$ cat src/rtl/sptp_params.svh
/*
 * Constants of the supply pulse trim programmer: timing, field positions,
 * register offsets and reset values.
 * Assumes inclusion by bare name and a 10 MHz system clock.
 */
`ifndef SPTP_PARAMS_SVH
`define SPTP_PARAMS_SVH

// ----------------------------------------------------------------------------
// Timing
// ----------------------------------------------------------------------------
`define SPTP_CLK_MHZ       10
`define SPTP_T_MIN_US      20
`define SPTP_T_LONG_US     60
`define SPTP_MIN_CYC       (`SPTP_T_MIN_US * `SPTP_CLK_MHZ)
`define SPTP_LONG_CYC      (`SPTP_T_LONG_US * `SPTP_CLK_MHZ)

// ----------------------------------------------------------------------------
// Protocol figures
// ----------------------------------------------------------------------------
`define SPTP_KEY_MIN       7
`define SPTP_LOCK_ADDR     65
`define SPTP_NBITS         6
`define SPTP_TRIAL_MAX     63

// ----------------------------------------------------------------------------
// Register map (byte offsets) and fields
// ----------------------------------------------------------------------------
`define SPTP_OFS_CTRL      4'h0
`define SPTP_OFS_STATUS    4'h4
`define SPTP_OFS_CALIB     4'h8
`define SPTP_CTRL_EN       0
`define SPTP_CTRL_CLR      1
`define SPTP_CTRL_RST      1'h1
`define SPTP_ST_ARMED      0
`define SPTP_ST_LOCK       1
`define SPTP_ST_BLOW       2
`define SPTP_ST_VLOCK      3
`define SPTP_ST_CNT_LSB    8
`define SPTP_CAL_FUSE_LSB  8
`define SPTP_CAL_VOL_LSB   16

`endif

$ cat src/rtl/sptp_pkg.sv
/*
 * Types of the supply pulse trim programmer.
 * Assumes nothing beyond a SystemVerilog compiler.
 */
package sptp_pkg;

	// Supply level classes, delivered by the analog comparators
	typedef enum logic [1:0] {
		SPTP_LVL_ZERO   = 2'h0,
		SPTP_LVL_HOLD   = 2'h1,
		SPTP_LVL_COUNT  = 2'h2,
		SPTP_LVL_STROBE = 2'h3
	} sptp_lvl_t;

	// Decoder states, one-hot
	typedef enum logic [2:0] {
		SPTP_ST_IDLE = 3'h1,
		SPTP_ST_KEY  = 3'h2,
		SPTP_ST_ADDR = 3'h4
	} sptp_state_t;

	typedef logic [9:0] sptp_wid_t;
	typedef logic [6:0] sptp_addr_t;
	typedef logic [5:0] sptp_bits_t;

endpackage

$ cat src/rtl/sptp_top.sv
/*
 * Supply pulse trim programmer: decodes classified supply pulses into a
 * 6-bit switchpoint calibration value with per-bit fuses and a lock fuse,
 * plus a classic Wishbone slave for observation and control.
 * Assumes the supply level arrives already classified, asynchronously,
 * and that the fuse array latches a bit when its blow strobe is high.
 */
// Decided for this implementation: register access over Wishbone and the register addresses.
`timescale 1ns/10ps
`include "sptp_params.svh"

module sptp_top (
	// Clock and reset
	input  wire logic              clock,
	input  wire logic              rst,
	// Classified supply level, asynchronous
	input  wire logic [1:0]        supply_class,
	// Wishbone slave
	input  wire logic              wb_cyc,
	input  wire logic              wb_stb,
	input  wire logic              wb_we,
	input  wire logic [3:0]        wb_adr,
	input  wire logic [3:0]        wb_sel,
	input  wire logic [31:0]       wb_dat_w,
	output logic      [31:0]       wb_dat_r,
	output logic                   wb_ack,
	// Trim and fuse outputs
	output logic      [5:0]        operate_switchpoint,
	output logic                   lock_fuse,
	output logic                   fuse_blow,
	output logic      [6:0]        fuse_addr
);

	// ------------------------------------------------------------------------
	// Constants
	// ------------------------------------------------------------------------
	localparam sptp_pkg::sptp_wid_t  MIN_CYC  = sptp_pkg::sptp_wid_t'(`SPTP_MIN_CYC);
	localparam sptp_pkg::sptp_wid_t  LONG_CYC = sptp_pkg::sptp_wid_t'(`SPTP_LONG_CYC);
	localparam sptp_pkg::sptp_addr_t KEY_MIN  = sptp_pkg::sptp_addr_t'(`SPTP_KEY_MIN);
	localparam sptp_pkg::sptp_addr_t LOCK_A   = sptp_pkg::sptp_addr_t'(`SPTP_LOCK_ADDR);
	localparam sptp_pkg::sptp_addr_t NBITS_A  = sptp_pkg::sptp_addr_t'(`SPTP_NBITS);
	localparam sptp_pkg::sptp_addr_t TRIAL_A  = sptp_pkg::sptp_addr_t'(`SPTP_TRIAL_MAX);

	// Weight mask of a permanent address 1..6, else zero
	function automatic sptp_pkg::sptp_bits_t sptp_weight(input sptp_pkg::sptp_addr_t a);
		sptp_pkg::sptp_bits_t m;
		m = '0;
		if (a != '0 && a <= NBITS_A) begin
			m = sptp_pkg::sptp_bits_t'(1) << (a - 7'h01);
		end
		return m;
	endfunction

	// Decimal trial value of an address 1..63, else zero
	function automatic sptp_pkg::sptp_bits_t sptp_trial(input sptp_pkg::sptp_addr_t a);
		sptp_pkg::sptp_bits_t m;
		m = '0;
		if (a <= TRIAL_A) begin
			m = a[5:0];
		end
		return m;
	endfunction

	// ------------------------------------------------------------------------
	// Level synchroniser and filter
	// ------------------------------------------------------------------------
	logic [1:0]             lvl_s1_q;
	logic [1:0]             lvl_s2_q;
	logic [1:0]             lvl_s3_q;
	sptp_pkg::sptp_lvl_t    lvl_q;
	sptp_pkg::sptp_lvl_t    lvl_last_q;
	sptp_pkg::sptp_wid_t    wid_q;

	// Three stages; a level counts once stages two and three agree
	always_ff @(posedge clock or posedge rst) begin
		if (rst) begin
			lvl_s1_q <= 2'h0;
			lvl_s2_q <= 2'h0;
			lvl_s3_q <= 2'h0;
		end else begin
			lvl_s1_q <= supply_class;
			lvl_s2_q <= lvl_s1_q;
			lvl_s3_q <= lvl_s2_q;
		end
	end

	// Filtered level and its previous value
	always_ff @(posedge clock or posedge rst) begin
		if (rst) begin
			lvl_q      <= sptp_pkg::SPTP_LVL_ZERO;
			lvl_last_q <= sptp_pkg::SPTP_LVL_ZERO;
		end else begin
			if (lvl_s2_q == lvl_s3_q) begin
				lvl_q <= sptp_pkg::sptp_lvl_t'(lvl_s3_q);
			end
			lvl_last_q <= lvl_q;
		end
	end

	logic edge_seen;
	assign edge_seen = (lvl_q != lvl_last_q);

	// Width of the current level, saturating
	always_ff @(posedge clock or posedge rst) begin
		if (rst) begin
			wid_q <= '0;
		end else if (edge_seen) begin
			wid_q <= sptp_pkg::sptp_wid_t'(1);
		end else if (wid_q != '1) begin
			wid_q <= wid_q + sptp_pkg::sptp_wid_t'(1);
		end
	end

	// ------------------------------------------------------------------------
	// Pulse events
	// ------------------------------------------------------------------------
	logic ctrl_en_q;
	logic cnt_pulse;
	logic str_end;
	logic str_short;
	logic lvl_zero;

	// Pulses shorter than the minimum width are treated as supply noise
	assign cnt_pulse = edge_seen && lvl_last_q == sptp_pkg::SPTP_LVL_COUNT && wid_q >= MIN_CYC;
	assign str_end   = edge_seen && lvl_last_q == sptp_pkg::SPTP_LVL_STROBE && wid_q >= MIN_CYC;
	assign str_short = (wid_q <= LONG_CYC);
	assign lvl_zero  = (lvl_q == sptp_pkg::SPTP_LVL_ZERO);

	// ------------------------------------------------------------------------
	// Sequence decoder
	// ------------------------------------------------------------------------
	sptp_pkg::sptp_state_t  state_q;
	sptp_pkg::sptp_addr_t   cnt_q;
	logic                   long_hit;

	// Strobe crosses the long threshold while an address is pending
	assign long_hit = state_q == sptp_pkg::SPTP_ST_ADDR && lvl_q == sptp_pkg::SPTP_LVL_STROBE
		&& !edge_seen && wid_q == LONG_CYC;

	always_ff @(posedge clock or posedge rst) begin
		if (rst) begin
			state_q <= sptp_pkg::SPTP_ST_IDLE;
		end else if (lvl_zero || !ctrl_en_q) begin
			state_q <= sptp_pkg::SPTP_ST_IDLE;
		end else begin
			case (state_q)
				sptp_pkg::SPTP_ST_IDLE: begin
					if (str_end && str_short) begin
						state_q <= sptp_pkg::SPTP_ST_KEY;
					end
				end
				sptp_pkg::SPTP_ST_KEY: begin
					if (str_end && !str_short) begin
						state_q <= sptp_pkg::SPTP_ST_IDLE;
					end else if (str_end && cnt_q >= KEY_MIN) begin
						state_q <= sptp_pkg::SPTP_ST_ADDR;
					end
				end
				sptp_pkg::SPTP_ST_ADDR: begin
					if (str_end) begin
						state_q <= sptp_pkg::SPTP_ST_IDLE;
					end
				end
				default: begin
					state_q <= sptp_pkg::SPTP_ST_IDLE;
				end
			endcase
		end
	end

	always_ff @(posedge clock or posedge rst) begin
		if (rst) begin
			cnt_q <= '0;
		end else if (lvl_zero || str_end || state_q == sptp_pkg::SPTP_ST_IDLE) begin
			cnt_q <= '0;
		end else if (cnt_pulse && cnt_q != '1) begin
			cnt_q <= cnt_q + sptp_pkg::sptp_addr_t'(1);
		end
	end

	// ------------------------------------------------------------------------
	// Bitfields and fuses
	// ------------------------------------------------------------------------
	sptp_pkg::sptp_bits_t   vol_q;
	sptp_pkg::sptp_bits_t   fuse_q;
	logic                   vol_lock_q;
	logic                   sw_clear;
	logic                   short_set;
	logic                   set_ok;

	// lock fuse refuses every further setting
	assign set_ok    = !lock_fuse;
	assign short_set = state_q == sptp_pkg::SPTP_ST_ADDR && str_end && str_short && set_ok;

	// volatile bits; a set wins over a clear
	always_ff @(posedge clock or posedge rst) begin
		if (rst) begin
			vol_q      <= '0;
			vol_lock_q <= 1'h0;
		end else begin
			vol_q <= ((lvl_zero || sw_clear) ? '0 : vol_q)
				| (short_set ? sptp_trial(cnt_q) : '0)
				| ((long_hit && set_ok) ? sptp_weight(cnt_q) : '0);
			vol_lock_q <= ((lvl_zero || sw_clear) ? 1'h0 : vol_lock_q)
				| (set_ok && (short_set || long_hit) && cnt_q == LOCK_A);
		end
	end

	// fuses never clear except by rst
	always_ff @(posedge clock or posedge rst) begin
		if (rst) begin
			fuse_q    <= '0;
			lock_fuse <= 1'h0;
		end else if (long_hit && set_ok) begin
			fuse_q <= fuse_q | sptp_weight(cnt_q);
			if (cnt_q == LOCK_A) begin
				lock_fuse <= 1'h1;
			end
		end
	end

	// Blow current stays on until the strobe ends
	always_ff @(posedge clock or posedge rst) begin
		if (rst) begin
			fuse_blow <= 1'h0;
			fuse_addr <= '0;
		end else if (long_hit && set_ok) begin
			fuse_blow <= 1'h1;
			fuse_addr <= cnt_q;
		end else if (edge_seen) begin
			fuse_blow <= 1'h0;
		end
	end

	always_ff @(posedge clock or posedge rst) begin
		if (rst) begin
			operate_switchpoint <= '0;
		end else begin
			operate_switchpoint <= vol_q | fuse_q;
		end
	end

	// ------------------------------------------------------------------------
	// Wishbone slave
	// ------------------------------------------------------------------------
	logic wb_req;
	logic wb_wr;
	assign wb_req   = wb_cyc && wb_stb && !wb_ack;
	assign wb_wr    = wb_req && wb_we && wb_adr == `SPTP_OFS_CTRL && wb_sel[0];
	assign sw_clear = wb_wr && wb_dat_w[`SPTP_CTRL_CLR];

	// One-cycle acknowledge for every address
	always_ff @(posedge clock or posedge rst) begin
		if (rst) begin
			wb_ack <= 1'h0;
		end else begin
			wb_ack <= wb_req;
		end
	end

	// Control: decoder enable
	always_ff @(posedge clock or posedge rst) begin
		if (rst) begin
			ctrl_en_q <= `SPTP_CTRL_RST;
		end else if (wb_wr) begin
			ctrl_en_q <= wb_dat_w[`SPTP_CTRL_EN];
		end
	end

	// Read data; unmapped offsets read zero
	always_ff @(posedge clock or posedge rst) begin
		if (rst) begin
			wb_dat_r <= '0;
		end else if (wb_req && !wb_we) begin
			wb_dat_r <= '0;
			case (wb_adr)
				`SPTP_OFS_CTRL: begin
					wb_dat_r[`SPTP_CTRL_EN] <= ctrl_en_q;
				end
				`SPTP_OFS_STATUS: begin
					wb_dat_r[`SPTP_ST_ARMED] <= (state_q == sptp_pkg::SPTP_ST_ADDR);
					wb_dat_r[`SPTP_ST_LOCK]  <= lock_fuse;
					wb_dat_r[`SPTP_ST_BLOW]  <= fuse_blow;
					wb_dat_r[`SPTP_ST_VLOCK] <= vol_lock_q;
					wb_dat_r[`SPTP_ST_CNT_LSB +: 7] <= cnt_q;
				end
				`SPTP_OFS_CALIB: begin
					wb_dat_r[5:0] <= operate_switchpoint;
					wb_dat_r[`SPTP_CAL_FUSE_LSB +: 6] <= fuse_q;
					wb_dat_r[`SPTP_CAL_VOL_LSB +: 6]  <= vol_q;
				end
				default: begin
					wb_dat_r <= '0;
				end
			endcase
		end
	end
endmodule

$ cat config.mk
export PLATFORM = sky130hd
export DESIGN_NAME = sptp_top
export DESIGN_NICKNAME = d
export VERILOG_FILES = /design/src/rtl/sptp_pkg.sv /design/src/rtl/sptp_top.sv
export VERILOG_INCLUDE_DIRS = /design/src /design/src/rtl
export SDC_FILE = /design/constraint.sdc
export NUM_CORES = 1
export LEC_CHECK = 0
export ABC_AREA = 0
export CAP_MARGIN = 0
export CORE_AREA = 10 10 97 116
export CTS_BUF_LIST = sky130_fd_sc_hd__clkbuf_8
export DETAILED_ROUTE_END_ITERATION = 8
export DIE_AREA = 0 0 107 126
export DONT_BUFFER_PORTS = 1
export GPL_TIMING_DRIVEN = 0
export PLACE_DENSITY = 0.67
export SLEW_MARGIN = 20
export SYNTH_ARGS = -nofsm -noshare
export SYNTH_HDL_FRONTEND = slang
export SYNTH_SLANG_ARGS = --single-unit
$ cat constraint.sdc
create_clock -name clock -period 2.5 [get_ports clock]
set_clock_uncertainty 0.15 [all_clocks]
set_input_delay 0 -clock clock [delete_from_list [all_inputs] [get_ports clock]]
set_output_delay 0 -clock clock [all_outputs]
set_load 0.01 [all_outputs]
---- Word-level counts from Yosys, hierarchy flattened ----
Index checks and enable logic that the tools add are counted.
cells by class
  shift operators ......................... 1
  magnitude comparators ................... 5
  eq/ne operators ......................... 17
  bitwise operators ....................... 5
  muxes and demuxes ....................... 25
  add/sub/neg operators ................... 3
  reductions and logical operators ........ 44
operators with widths
  kind                                                                 count
  2-to-1 mux 6 bit                                                     7
  logical AND 1 bit                                                    25
  OR 6 bit                                                             4
  2-to-1 mux 10 bit                                                    2
  2-to-1 mux 3 bit                                                     5
  2-to-1 mux 7 bit                                                     2
  one-hot mux 6 bit (2 select lines)                                   1
  adder 10 x 1 -> 10 bit (second input constant)                       1
  == test 10 bit (second input constant)                               1
  greater-or-equal comparator 10 x 8 -> 1 bit (second input constant)  1
  less-or-equal comparator 10 bit (second input constant)              1
  inequality test 10 bit (second input constant)                       1
  one-hot mux 3 bit (3 select lines)                                   1
  adder 7 x 1 -> 7 bit (second input constant)                         1
  == test 7 bit (second input constant)                                1
  greater-or-equal comparator 7 x 3 -> 1 bit (second input constant)   1
  less-or-equal comparator 7 x 3 -> 1 bit (second input constant)      1
  less-or-equal comparator 7 x 6 -> 1 bit (second input constant)      1
  inequality test 7 bit (second input constant)                        1
  nonzero test 7 bit                                                   1
  left shift 1 x 7 -> 6 bit (first input constant)                     1
  subtractor 7 x 1 -> 7 bit (second input constant)                    1
  == test 2 bit (second input constant)                                3
  zero test 1 bit                                                      6
  20 further kinds                                                     30
storage, ports and cells
  bits in registers ....................... 79
  output and inout bits ................... 48
  logic and storage cells ................. 118
  input bits .............................. 47

---- Logic depth before layout (Yosys ltp) ----
Gate-level depths: netlist of run 1.
  depth after elaboration ................. 10
  mapped depth ............................ 8
  mapped depth without buffers ............ 7

---- Least setup slack after synthesis of run 1 ----
No wires, ideal clock.
  path type ............................... reg-to-reg
  from .................................... register wid_q[1]
  to ...................................... register fuse_q[0]
  setup slack ............................. -65 ps
  setup time .............................. 78 ps
  period minus slack after synthesis ...... 2565 ps
  buffers on the path ..................... 1
  cell stages (with the launch flop) ...... 7
  required time ........................... 2272 ps
  arrival time ............................ 2337 ps
  cell sequence ........................... dfrtp_1 or4b_1 or4_1 or2_1 buf_6 a2111o_1 o21bai_1
on the way
  cells in the longest elaborated chain, start to end .. 3
RTL lines
  what                      line             source
  start: declaration        sptp_top.sv:72   sptp_pkg::sptp_wid_t wid_q;
  start signal: assignment  sptp_top.sv:108  wid_q <= sptp_pkg::sptp_wid_t'(1);
  start signal: assignment  sptp_top.sv:110  wid_q <= wid_q + sptp_pkg::sptp_wid_t'(1);
  == test 10 bit            sptp_top.sv:138  && !edge_seen && wid_q == LONG_CYC;
  logical AND 1 bit         sptp_top.sv:138
  logical AND 1 bit         sptp_top.sv:214  end else if (long_hit && set_ok) begin
  end signal: assignment    sptp_top.sv:215  fuse_q <= fuse_q | sptp_weight(cnt_q);
  end: declaration          sptp_top.sv:185  sptp_pkg::sptp_bits_t fuse_q;
Every way passes these cells.
A chain may end at the register's enable or synchronous reset.

---- Worst setup path in the final report of run 1 ----
Ends and elaborated chain as after synthesis.

==> results of run 1 <==
[logic make-up (layout without fill, tap and decap cells)]
logic type / Yosys count / after routing / synth area share
flip-flops: 79 / 79 / 0.527
buffers and inverters: 44 / 82 / 0.0599
XOR/XNOR: 16 / 16 / 0.0373
other: 1 / 13 / 0.000998
multiplexers: 9 / 9 / 0.0260
adder cells (fa/ha/maj): 7 / 7 / 0.0233
AND/OR/NAND/NOR: 132 / 132 / 0.185
AO/OA/AOI/OAI: 70 / 70 / 0.141
[cell usage in the layout (no fill, tap or decap), types with 4 or more instances in the layout]
| cell | instances |
|---|---|
| buf_4 | 23 |
| ha_1 | 7 |
| clkbuf_8 | 9 |
| nand2_1 | 29 |
| o21ai_0 | 10 |
| o21bai_1 | 5 |
| o211ai_1 | 4 |
| and2_1 | 4 |
| a32oi_1 | 4 |
| nand3_1 | 13 |
| inv_1 | 15 |
| nand2b_1 | 9 |
| clkinv_4 | 4 |
| dlygate4sd3_1 | 13 |
| nor3_1 | 12 |
| clkbuf_1 | 8 |
| nor2_1 | 27 |
| dfrtp_1 | 74 |
| mux2_2 | 6 |
| or2_2 | 7 |
| a21oi_1 | 8 |
| conb_1 | 13 |
| a222oi_1 | 9 |
| xnor2_1 | 14 |
| a22o_1 | 11 |
[sequential cells by signal, indices dropped and copies added, names as in the netlist, 2 cells and up]
| register | cells |
|---|---|
| wb_dat_r | 19 |
| wid_q | 10 |
| cnt_q | 7 |
| fuse_addr | 7 |
| fuse_q | 6 |
| operate_switchpoint | 6 |
| vol_q | 6 |
| state_q | 3 |
| lvl_last_q | 2 |
| lvl_q | 2 |
| lvl_s1_q | 2 |
| lvl_s2_q | 2 |
| lvl_s3_q | 2 |
[area by class of cell]
type,instances,area (µm²),share of cell area
Clock inverter,7,81.3,0.0183
Sequential cell,79,1980,0.446
Timing Repair Buffer,25,253,0.0568
Buffer,25,153,0.0343
Inverter,16,62.6,0.0141
Clock buffer,9,124,0.0278
Multi-Input combinational cell,247,1640,0.369
Tap cell,120,150,0.0337
[worst register-to-register path: cells and delay by family (launching register included)]
family	cells	cell delay, ps
DFF	1	390
AOI/OAI and AO/OA	2	580
and+or+nand+nor	3	1270
[repair_timing]
item / in CTS / in global routing
setup endpoints to repair: 22 / 14
buffers inserted: 8 / 2
hold buffers: 14 / 0
gates resized for setup: 10 / 5
hold endpoints to repair: 86 / 0
cloned: 0 / 0
pin swaps: 7 / 2
[metrics by stage]
stage / worst slack (ps) / utilization / total power, µW / instances / setup TNS, ps
global placement: -458 / 0.442 / 1590 / 490 / -38910
global route: -38.3 / 0.498 / 2720 / 528 / -38.3
CTS: -52.3 / 0.495 / 2620 / 527 / -116
detailed placement: -385 / 0.446 / 1600 / 491 / -4120
finish: 32.1 / 0.498 / 2590 / 528 / 0
floorplan: 7.23 / - / 1540 / 370 / 0
[power breakdown]
part	total (µW)	internal [µW]	leakage, µW	switching (µW)
combinational	280	118	0.000873	162
clock	966	471	0.000100	495
sequential	1350	1310	0.00107	31.9
[per-layer routing]
layer | vias up | global-route usage | share of wire
met2 | 80 | 0.229 | 0.52
li1 | 1347 | - | -
met4 | 0 | 0.0511 | 0.016
met3 | 12 | 0.0449 | 0.068
met1 | 1394 | 0.149 | 0.39
met5 | - | 0 | 0
[path summary, 6_finish.rpt]
path	start	to	slack, ps	cells after the start
worst min register to register	lvl_s1_q[0]$_DFF_PP0_	lvl_s2_q[0]$_DFF_PP0_	200	0
worst max-delay path	wid_q[1]$_DFFE_PP0P_	fuse_q[0]$_DFFE_PP0P_	30	5
min in group clock	supply_class[1]	lvl_s1_q[1]$_DFF_PP0_	70	1
max in group asynchronous	rst	cnt_q[0]$_DFFE_PP0P_	1900	3
worst min-delay path	rst	wb_ack$_DFF_PP0_	30	3
worst max register to register	wid_q[1]$_DFFE_PP0P_	fuse_q[0]$_DFFE_PP0P_	30	5
==> impl_metrics.tcl, run 1 <==
set metrics [dict create \
    synth_seq_cells 79 \
    rsz0062_at_grt "true" \
    drc_errors 0 \
    final_max_slew_viol_count 0 \
    crit_family "simple AND/OR/NAND/NOR gates" \
    grt_overflow 0 \
    clock_sinks 79 \
    crit_chain "or4b_4, or4_4, or2_4, a2111o_1, o21bai_1" \
    first_global_vias 2834 \
    fin_area_um2 4450 \
    fmax_mhz 405 \
    htreeDepth 3 \
    cts_tree "done" \
    clk_latency_ps 350 \
    status "finished, final reports clean" \
    arrival_ps 2590 \
    min_path_type "in2async" \
    gp_congestion 0.807 \
    synth.area.top_cells "dfrtp_1 (51%), xnor2_1 (3.3%), nand2_1 (2.9%)" \
    finalCritPeriodShare 0.987 \
    start_util 0.420 \
    hpwl_mm 6.45 \
    hold_viol_final 0 \
    ir_drop_mv 0.390 \
    drt_iter0_drc 218 \
    drive_above_1_share 0.174 \
    synth_area_um2 3760 \
    netlist.area_leader.share 0.513 \
    yosys_warnings 0 \
    drt-total-wl_mm 8.81 \
    synth_largest_area_cell "dfrtp_1" \
    slowest_delay_ps 540 \
    cts.clk_slew.worst_paths_ps 80 \
    syn_avg_cell_area_um2 10.5 \
    path_max_fanout 6 \
    maxCapViolCount 0 \
    antenna_violating_nets_post_route 0 \
    synth.distinct_cells 55 \
    synthTopCellsByCount "dfrtp_1 (77), nand2_1 (29), nor2_1 (27)" \
    vias 2833 \
    die_w_um 107 \
    power.density_nw_per_um2 583 \
    routed_via_density 5.37 \
    wl_per_cell_um 16.7 \
    die_h_um 126 \
    start_kind "flip-flop" \
    nets 457 \
    synthCells 358 \
    antenna_found_initial 0 \
    synthToLayoutAreaGrowth_pct 18.4 \
    yosysSeqAreaShare 0.527 \
    end_kind "flip-flop" \
    core_area_um2 8940 \
    synth-edff-count 0 \
    firstDrtPassIters 6 \
    cpMaxStageDelayCell "or4b_4" \
    worstSetupPathType "reg2reg" \
    dieArea_um2 13500 \
    synth-main-ff-cell "dfrtp_1" \
    grt_max_degree 53 \
    synth.most_common_cell "dfrtp_1" \
    grt_pass1_wl_mm 14.6 \
    synth_async_sr_flop_share 1.00 \
    io_buffers 0 \
    track_usage 0.134 \
    cts-root-buf "clkbuf_8" \
    crit_required_ps 2630 \
    numCtsBuffers 9 \
    fin_crit_ps 2470 \
    hold_slack_ps 31.7 \
    cts_max_path_buffers 2 \
    setup_violations 0 \
    n_antenna_cell 0 \
    tightestPinTransition_ps 903 \
    fillers 820 \
    path_buf_inv 0 \
    relSlewSlack 0.394 \
    num_rows 38 \
    boundaryPins 95 \
    place_area_um2 3990 \
    p_leak_uw 0.00204 \
]
No activity file was read; power rests on OpenSTA's default activity.
==> inputs of run 2 (changes only) <==
- MAX_ROUTING_LAYER: default -> met4
- PLACE_DENSITY: 0.67 -> default
- PLACE_DENSITY_LB_ADDON: default -> 0.25
==> run 2 against run 1 <==
- final cell count fell by 0.19%
- routed wire length fell by 0.23%
- via count fell by 1.3%
- fmax fell by 0.12%
- sequential power barely moved
- flip-flop and latch count did not move
- total power rose by 0.38%
- combinational power fell by 3%
- critical path depth did not move
- first-iteration DRC count fell by 35%
- clock power rose by 1%
- register-to-register slack barely moved
==> impl_metrics.tcl, run 2 (synthesized netlist as in run 1, its figures left out) <==
set metrics [dict create \
    status "finished, final reports clean" \
    fin_area_um2 4450 \
    grt_pass1_wl_mm 14.3 \
    first_global_vias 2821 \
    synthToLayoutAreaGrowth_pct 18.4 \
    start_util 0.420 \
    finalCritPeriodShare 0.988 \
    htreeDepth 3 \
    io_buffers 0 \
    finalPower_uw 2600 \
    fillers 858 \
    crit_required_ps 2630 \
    grt_max_degree 51 \
    cts_max_path_buffers 2 \
    drt-total-wl_mm 8.79 \
    final_common_cell "dfrtp_1" \
    cts-root-buf "clkbuf_8" \
    antenna_violating_nets_post_route 0 \
    vias 2797 \
    place_ws_ps -498 \
    drt_iter0_drc 141 \
    slowest_delay_ps 540 \
    hold_slack_ps 10.4 \
    relSlewSlack 0.380 \
    end_kind "flip-flop" \
    die_h_um 126 \
    clock_sinks 79 \
    p_leak_uw 0.00204 \
    start_kind "flip-flop" \
    drc_errors 0 \
    tightestPinTransition_ps 923 \
    numCtsBuffers 9 \
    grt_overflow 0 \
    maxCapViolCount 0 \
    fin_crit_ps 2470 \
    worstSetupPathType "reg2reg" \
    n_antenna_cell 0 \
    firstDrtPassIters 5 \
    rsz0062_at_grt "true" \
    setup_violations 0 \
    gp_congestion 0.842 \
    cts.clk_slew.worst_paths_ps 80 \
    clk_latency_ps 350 \
    top_register "wb_dat_r" \
    path_buf_inv 0 \
    largest_reg_flops 19 \
    layout_setup_ws_ps 29.1 \
    ir_drop_mv 0.301 \
    crit_chain "or4b_4, or4_4, or2_4, a2111o_1, o21bai_1" \
    wl_per_cell_um 16.7 \
    antenna_found_initial 0 \
    crit_family "simple AND/OR/NAND/NOR gates" \
    min_path_type "in2async" \
    place_area_um2 3990 \
    cts_tree "done" \
    num_rows 38 \
    final_cell_mix "dfrtp_1 (76), nand2_1 (29), nor2_1 (27), buf_4 (23), inv_1 (15)" \
    die_w_um 107 \
    routed_via_density 5.31 \
    path_max_fanout 6 \
    final_max_slew_viol_count 0 \
    dieArea_um2 13500 \
    boundaryPins 95 \
    hpwl_mm 6.40 \
    hold_viol_final 0 \
    top_regs "wb_dat_r x19, wid_q x10" \
    fmax_mhz 405 \
    arrival_ps 2600 \
    cpMaxStageDelayCell "or4b_4" \
    core_area_um2 8940 \
    track_usage 0.135 \
    drive_above_1_share 0.170 \
    power.density_nw_per_um2 584 \
    setup_tns_ps 0 \
    nets 456 \
]
## run 2: changes by cell type in the layout (fill, tap and decap cells not counted), moves of 2 or more
cell | previous run | this run
clkbuf_8 | 9 | 11
clkinv_2 | 0 | 2
clkinv_4 | 4 | 1
dfrtp_1 | 74 | 76
dfrtp_2 | 3 | 1
## run 2: through the flow
stage,utilization,cells
after detailed placement,0.446,491
after global routing,0.498,527
after floorplan,-,370
final,0.498,527
after global placement,0.442,490
after CTS,0.493,524
## run 2: final timing paths
| kind | startpoint | endpoint | slack [ps] | cells after the start |
|---|---|---|---|---|
| max in group asynchronous | rst | ctrl_en_q$_DFFE_PP1N_ | 1900 | 3 |
| min in group clock | wb_dat_w[1] | vol_lock_q$_DFF_PP0_ | 10 | 3 |
| worst max register to register | wid_q[1]$_DFFE_PP0P_ | fuse_q[0]$_DFFE_PP0P_ | 30 | 5 |
| worst min register to register | lvl_s1_q[0]$_DFF_PP0_ | lvl_s2_q[0]$_DFF_PP0_ | 200 | 0 |
| worst min-delay path | rst | wid_q[6]$_DFFE_PP0P_ | 10 | 3 |
| worst max-delay path | wid_q[1]$_DFFE_PP0P_ | fuse_q[0]$_DFFE_PP0P_ | 30 | 5 |
## run 2: layer usage
layer | part of all wire | GRT usage | wire length, µm | vias to the layer above
met3 | 0.048 | 0.0311 | 423 | 11
met5 | 0 | - | 0 | -
met4 | 0.020 | 0.0654 | 177 | 0
met1 | 0.39 | 0.138 | 3420 | 1381
li1 | - | - | - | 1340
met2 | 0.54 | 0.237 | 4760 | 65
## run 2: tightest hold or removal path, stage by stage
cell           delay (ps)
dlygate4sd3_1         570
inv_4                 100
buf_12                190
## run 2: repair_timing
| item | in CTS | in global routing |
|---|---|---|
| pin swaps | 6 | 3 |
| gates cloned | 0 | 0 |
| resized for setup | 10 | 5 |
| setup endpoints to repair | 23 | 23 |
| hold endpoints to repair | 85 | 0 |
| hold buffers | 13 | 0 |
| buffers inserted | 6 | 4 |
## run 2: final cells by class
cell class / instances / area [µm²] / area share
Buffer: 25 / 153 / 0.0343
Timing Repair Buffer: 24 / 243 / 0.0545
Tap cell: 120 / 150 / 0.0337
Inverter: 16 / 62.6 / 0.0141
Clock buffer: 11 / 151 / 0.0340
Multi-Input combinational cell: 247 / 1660 / 0.372
Sequential cell: 79 / 1980 / 0.445
Clock inverter: 5 / 56.3 / 0.0126
## run 2: power by group
group	internal (µW)	switching [µW]
clock network	514	464
registers	1310	37.6
logic	112	160
==> inputs of run 3 (changes only) <==
- CORE_AREA: 10 10 97 116 -> 10 10 100 120
- DIE_AREA: 0 0 107 126 -> 0 0 110 130
- PLACE_DENSITY_LB_ADDON: 0.25 -> default
==> run 3 against run 2 <==
- global-route usage rose by 0.25 points
- first-iteration DRC count increased by 2.8%
- register-to-register slack got worse by 20 ps
- total power rose by 3.0%
- final cell count rose by 1.3%
- worst setup slack got worse by 20 ps
- cell area grew 0.56%
- via count fell by 0.54%
- largest cell class unchanged
==> impl_metrics.tcl, run 3 (synthesized netlist as in run 1, its figures left out) <==
set metrics [dict create \
    status "finished, final reports clean" \
    finalCritPeriodShare 0.996 \
    reg2reg_to "vol_q[0]$_DFF_PP0_" \
    min_path_type "in2reg" \
    worstSetupPathType "reg2reg" \
    track_usage 0.137 \
    top_register "wb_dat_r" \
    antenna_found_initial 0 \
    tightestPinTransition_ps 946 \
    hpwl_mm 6.45 \
    top_regs "wb_dat_r x19, wid_q x10" \
    rsz0062_at_grt "true" \
    power.density_nw_per_um2 599 \
    setup_violations 0 \
    path_buf_inv 0 \
    final_cell_mix "dfrtp_1 (76), nand2_1 (29), nor2_1 (27), buf_4 (22), inv_1 (17)" \
    clock_sinks 79 \
    firstDrtPassIters 5 \
    arrival_ps 2620 \
    start_kind "flip-flop" \
    min_from "wb_dat_w[1]" \
    largest_reg_flops 19 \
    num_rows 40 \
    maxCapViolCount 0 \
    gp_congestion 0.833 \
    reg2regPathDepth 5 \
    place_ws_ps -513 \
    cts-root-buf "clkbuf_8" \
    drc_errors 0 \
    grt_max_degree 60 \
    nets 457 \
    n_antenna_cell 0 \
    crit_required_ps 2630 \
    numCtsBuffers 9 \
    relSlewSlack 0.365 \
    vias 2782 \
    htreeDepth 3 \
    end_kind "flip-flop" \
    grt_pass1_wl_mm 14.9 \
    die_w_um 110 \
    cts_max_path_buffers 2 \
    crit_family "simple AND/OR/NAND/NOR gates" \
    start_util 0.385 \
    boundaryPins 95 \
    first_global_vias 2900 \
    fmax_mhz 402 \
    crit_chain "or4b_4, or4_4, or2_4, a2111o_1, o21ai_1" \
    setup_tns_ps 0 \
    clk_latency_ps 350 \
    die_h_um 130 \
    io_buffers 0 \
    dieArea_um2 14300 \
    wl_per_cell_um 17.0 \
    final_common_cell "dfrtp_1" \
    synthToLayoutAreaGrowth_pct 19.1 \
    antenna_violating_nets_post_route 0 \
    drt_iter0_drc 145 \
    r2r_slack_ps 9 \
    drt-total-wl_mm 9.06 \
    drive_above_1_share 0.167 \
    hold_end "vol_lock_q$_DFF_PP0_" \
    final_max_slew_viol_count 0 \
    ir_drop_mv 0.219 \
    crit-reg2reg-launch "wid_q[1]$_DFFE_PP0P_" \
    cts_tree "done" \
    hold_viol_final 0 \
    slowest_delay_ps 560 \
    routed_via_density 5.21 \
    cts.clk_slew.worst_paths_ps 80 \
    layout_setup_ws_ps 9.38 \
    p_leak_uw 0.00205 \
    cpMaxStageDelayCell "or4b_4" \
    path_max_fanout 6 \
    worstSetupPathDepth 5 \
    grt_overflow 0 \
    fin_crit_ps 2490 \
    core_area_um2 9760 \
    holdPathStages 3 \
]
run 3: timing repair:
item	in CTS	in global routing
endpoints found under the setup margin	25	18
hold buffers	14	0
gates cloned	0	0
gates resized for setup	11	6
hold endpoints to repair	85	0
setup buffers	8	1
pin swaps	10	4
run 3: through the flow:
stage | total power, µW | utilization | std cells | cell area (µm²) | hold WS, ps
3_3_place_gp | 1590 | 0.406 | 496 | 3960 | -118
5_1_grt | 2820 | 0.459 | 534 | 4480 | 24.7
3_5_place_dp | 1610 | 0.409 | 497 | 3990 | -298
2_1_floorplan | 1540 | - | 370 | 3800 | -119
6_report | 2680 | 0.459 | 534 | 4480 | 23.7
4_1_cts | 2720 | 0.455 | 533 | 4440 | 20.4
run 3: cell type report:
cell class	instances	area, µm²
multi-input cells	247	1660
flip-flops and latches	79	1980
repair buffers	24	235
inverters	16	62.6
plain buffers	26	158
clock buffers	11	151
fillers	913	5280
well taps	126	158
clock inverters	5	72.6
run 3: power by group:
part,internal [µW],switching (µW)
registers,1310,38.2
clock network,608,450
logic,110,159
run 3: worst reg2reg max path: stages (launching register included):
cell and delay, ps:
dfrtp_1 390, or4b_4 560, or4_4 460, or2_4 280, a2111o_1 410, o21ai_1 170
run 3: routing by layer:
| metal | global-route usage | vias to the layer above | wire, µm |
|---|---|---|---|
| met1 | 0.149 | 1381 | 3500 |
| li1 | - | 1334 | - |
| met5 | - | - | 0 |
| met2 | 0.233 | 60 | 4950 |
| met3 | 0.0316 | 7 | 510 |
| met4 | 0.0637 | 0 | 102 |
run 3: worst max path at each step:
stage                         startpoint               endpoint  slack [ps]
floorplan           wid_q[0]$_DFFE_PP0P_  fuse_q[2]$_DFFE_PP0P_           7
finish              wid_q[1]$_DFFE_PP0P_     vol_q[0]$_DFF_PP0_           9
CTS                 wid_q[1]$_DFFE_PP0P_     vol_q[0]$_DFF_PP0_         -50
detailed placement  wid_q[0]$_DFFE_PP0P_  fuse_q[5]$_DFFE_PP0P_        -510
global placement                     rst  lvl_s1_q[0]$_DFF_PP0_        -480
global route        wid_q[1]$_DFFE_PP0P_  fuse_q[2]$_DFFE_PP0P_         -70
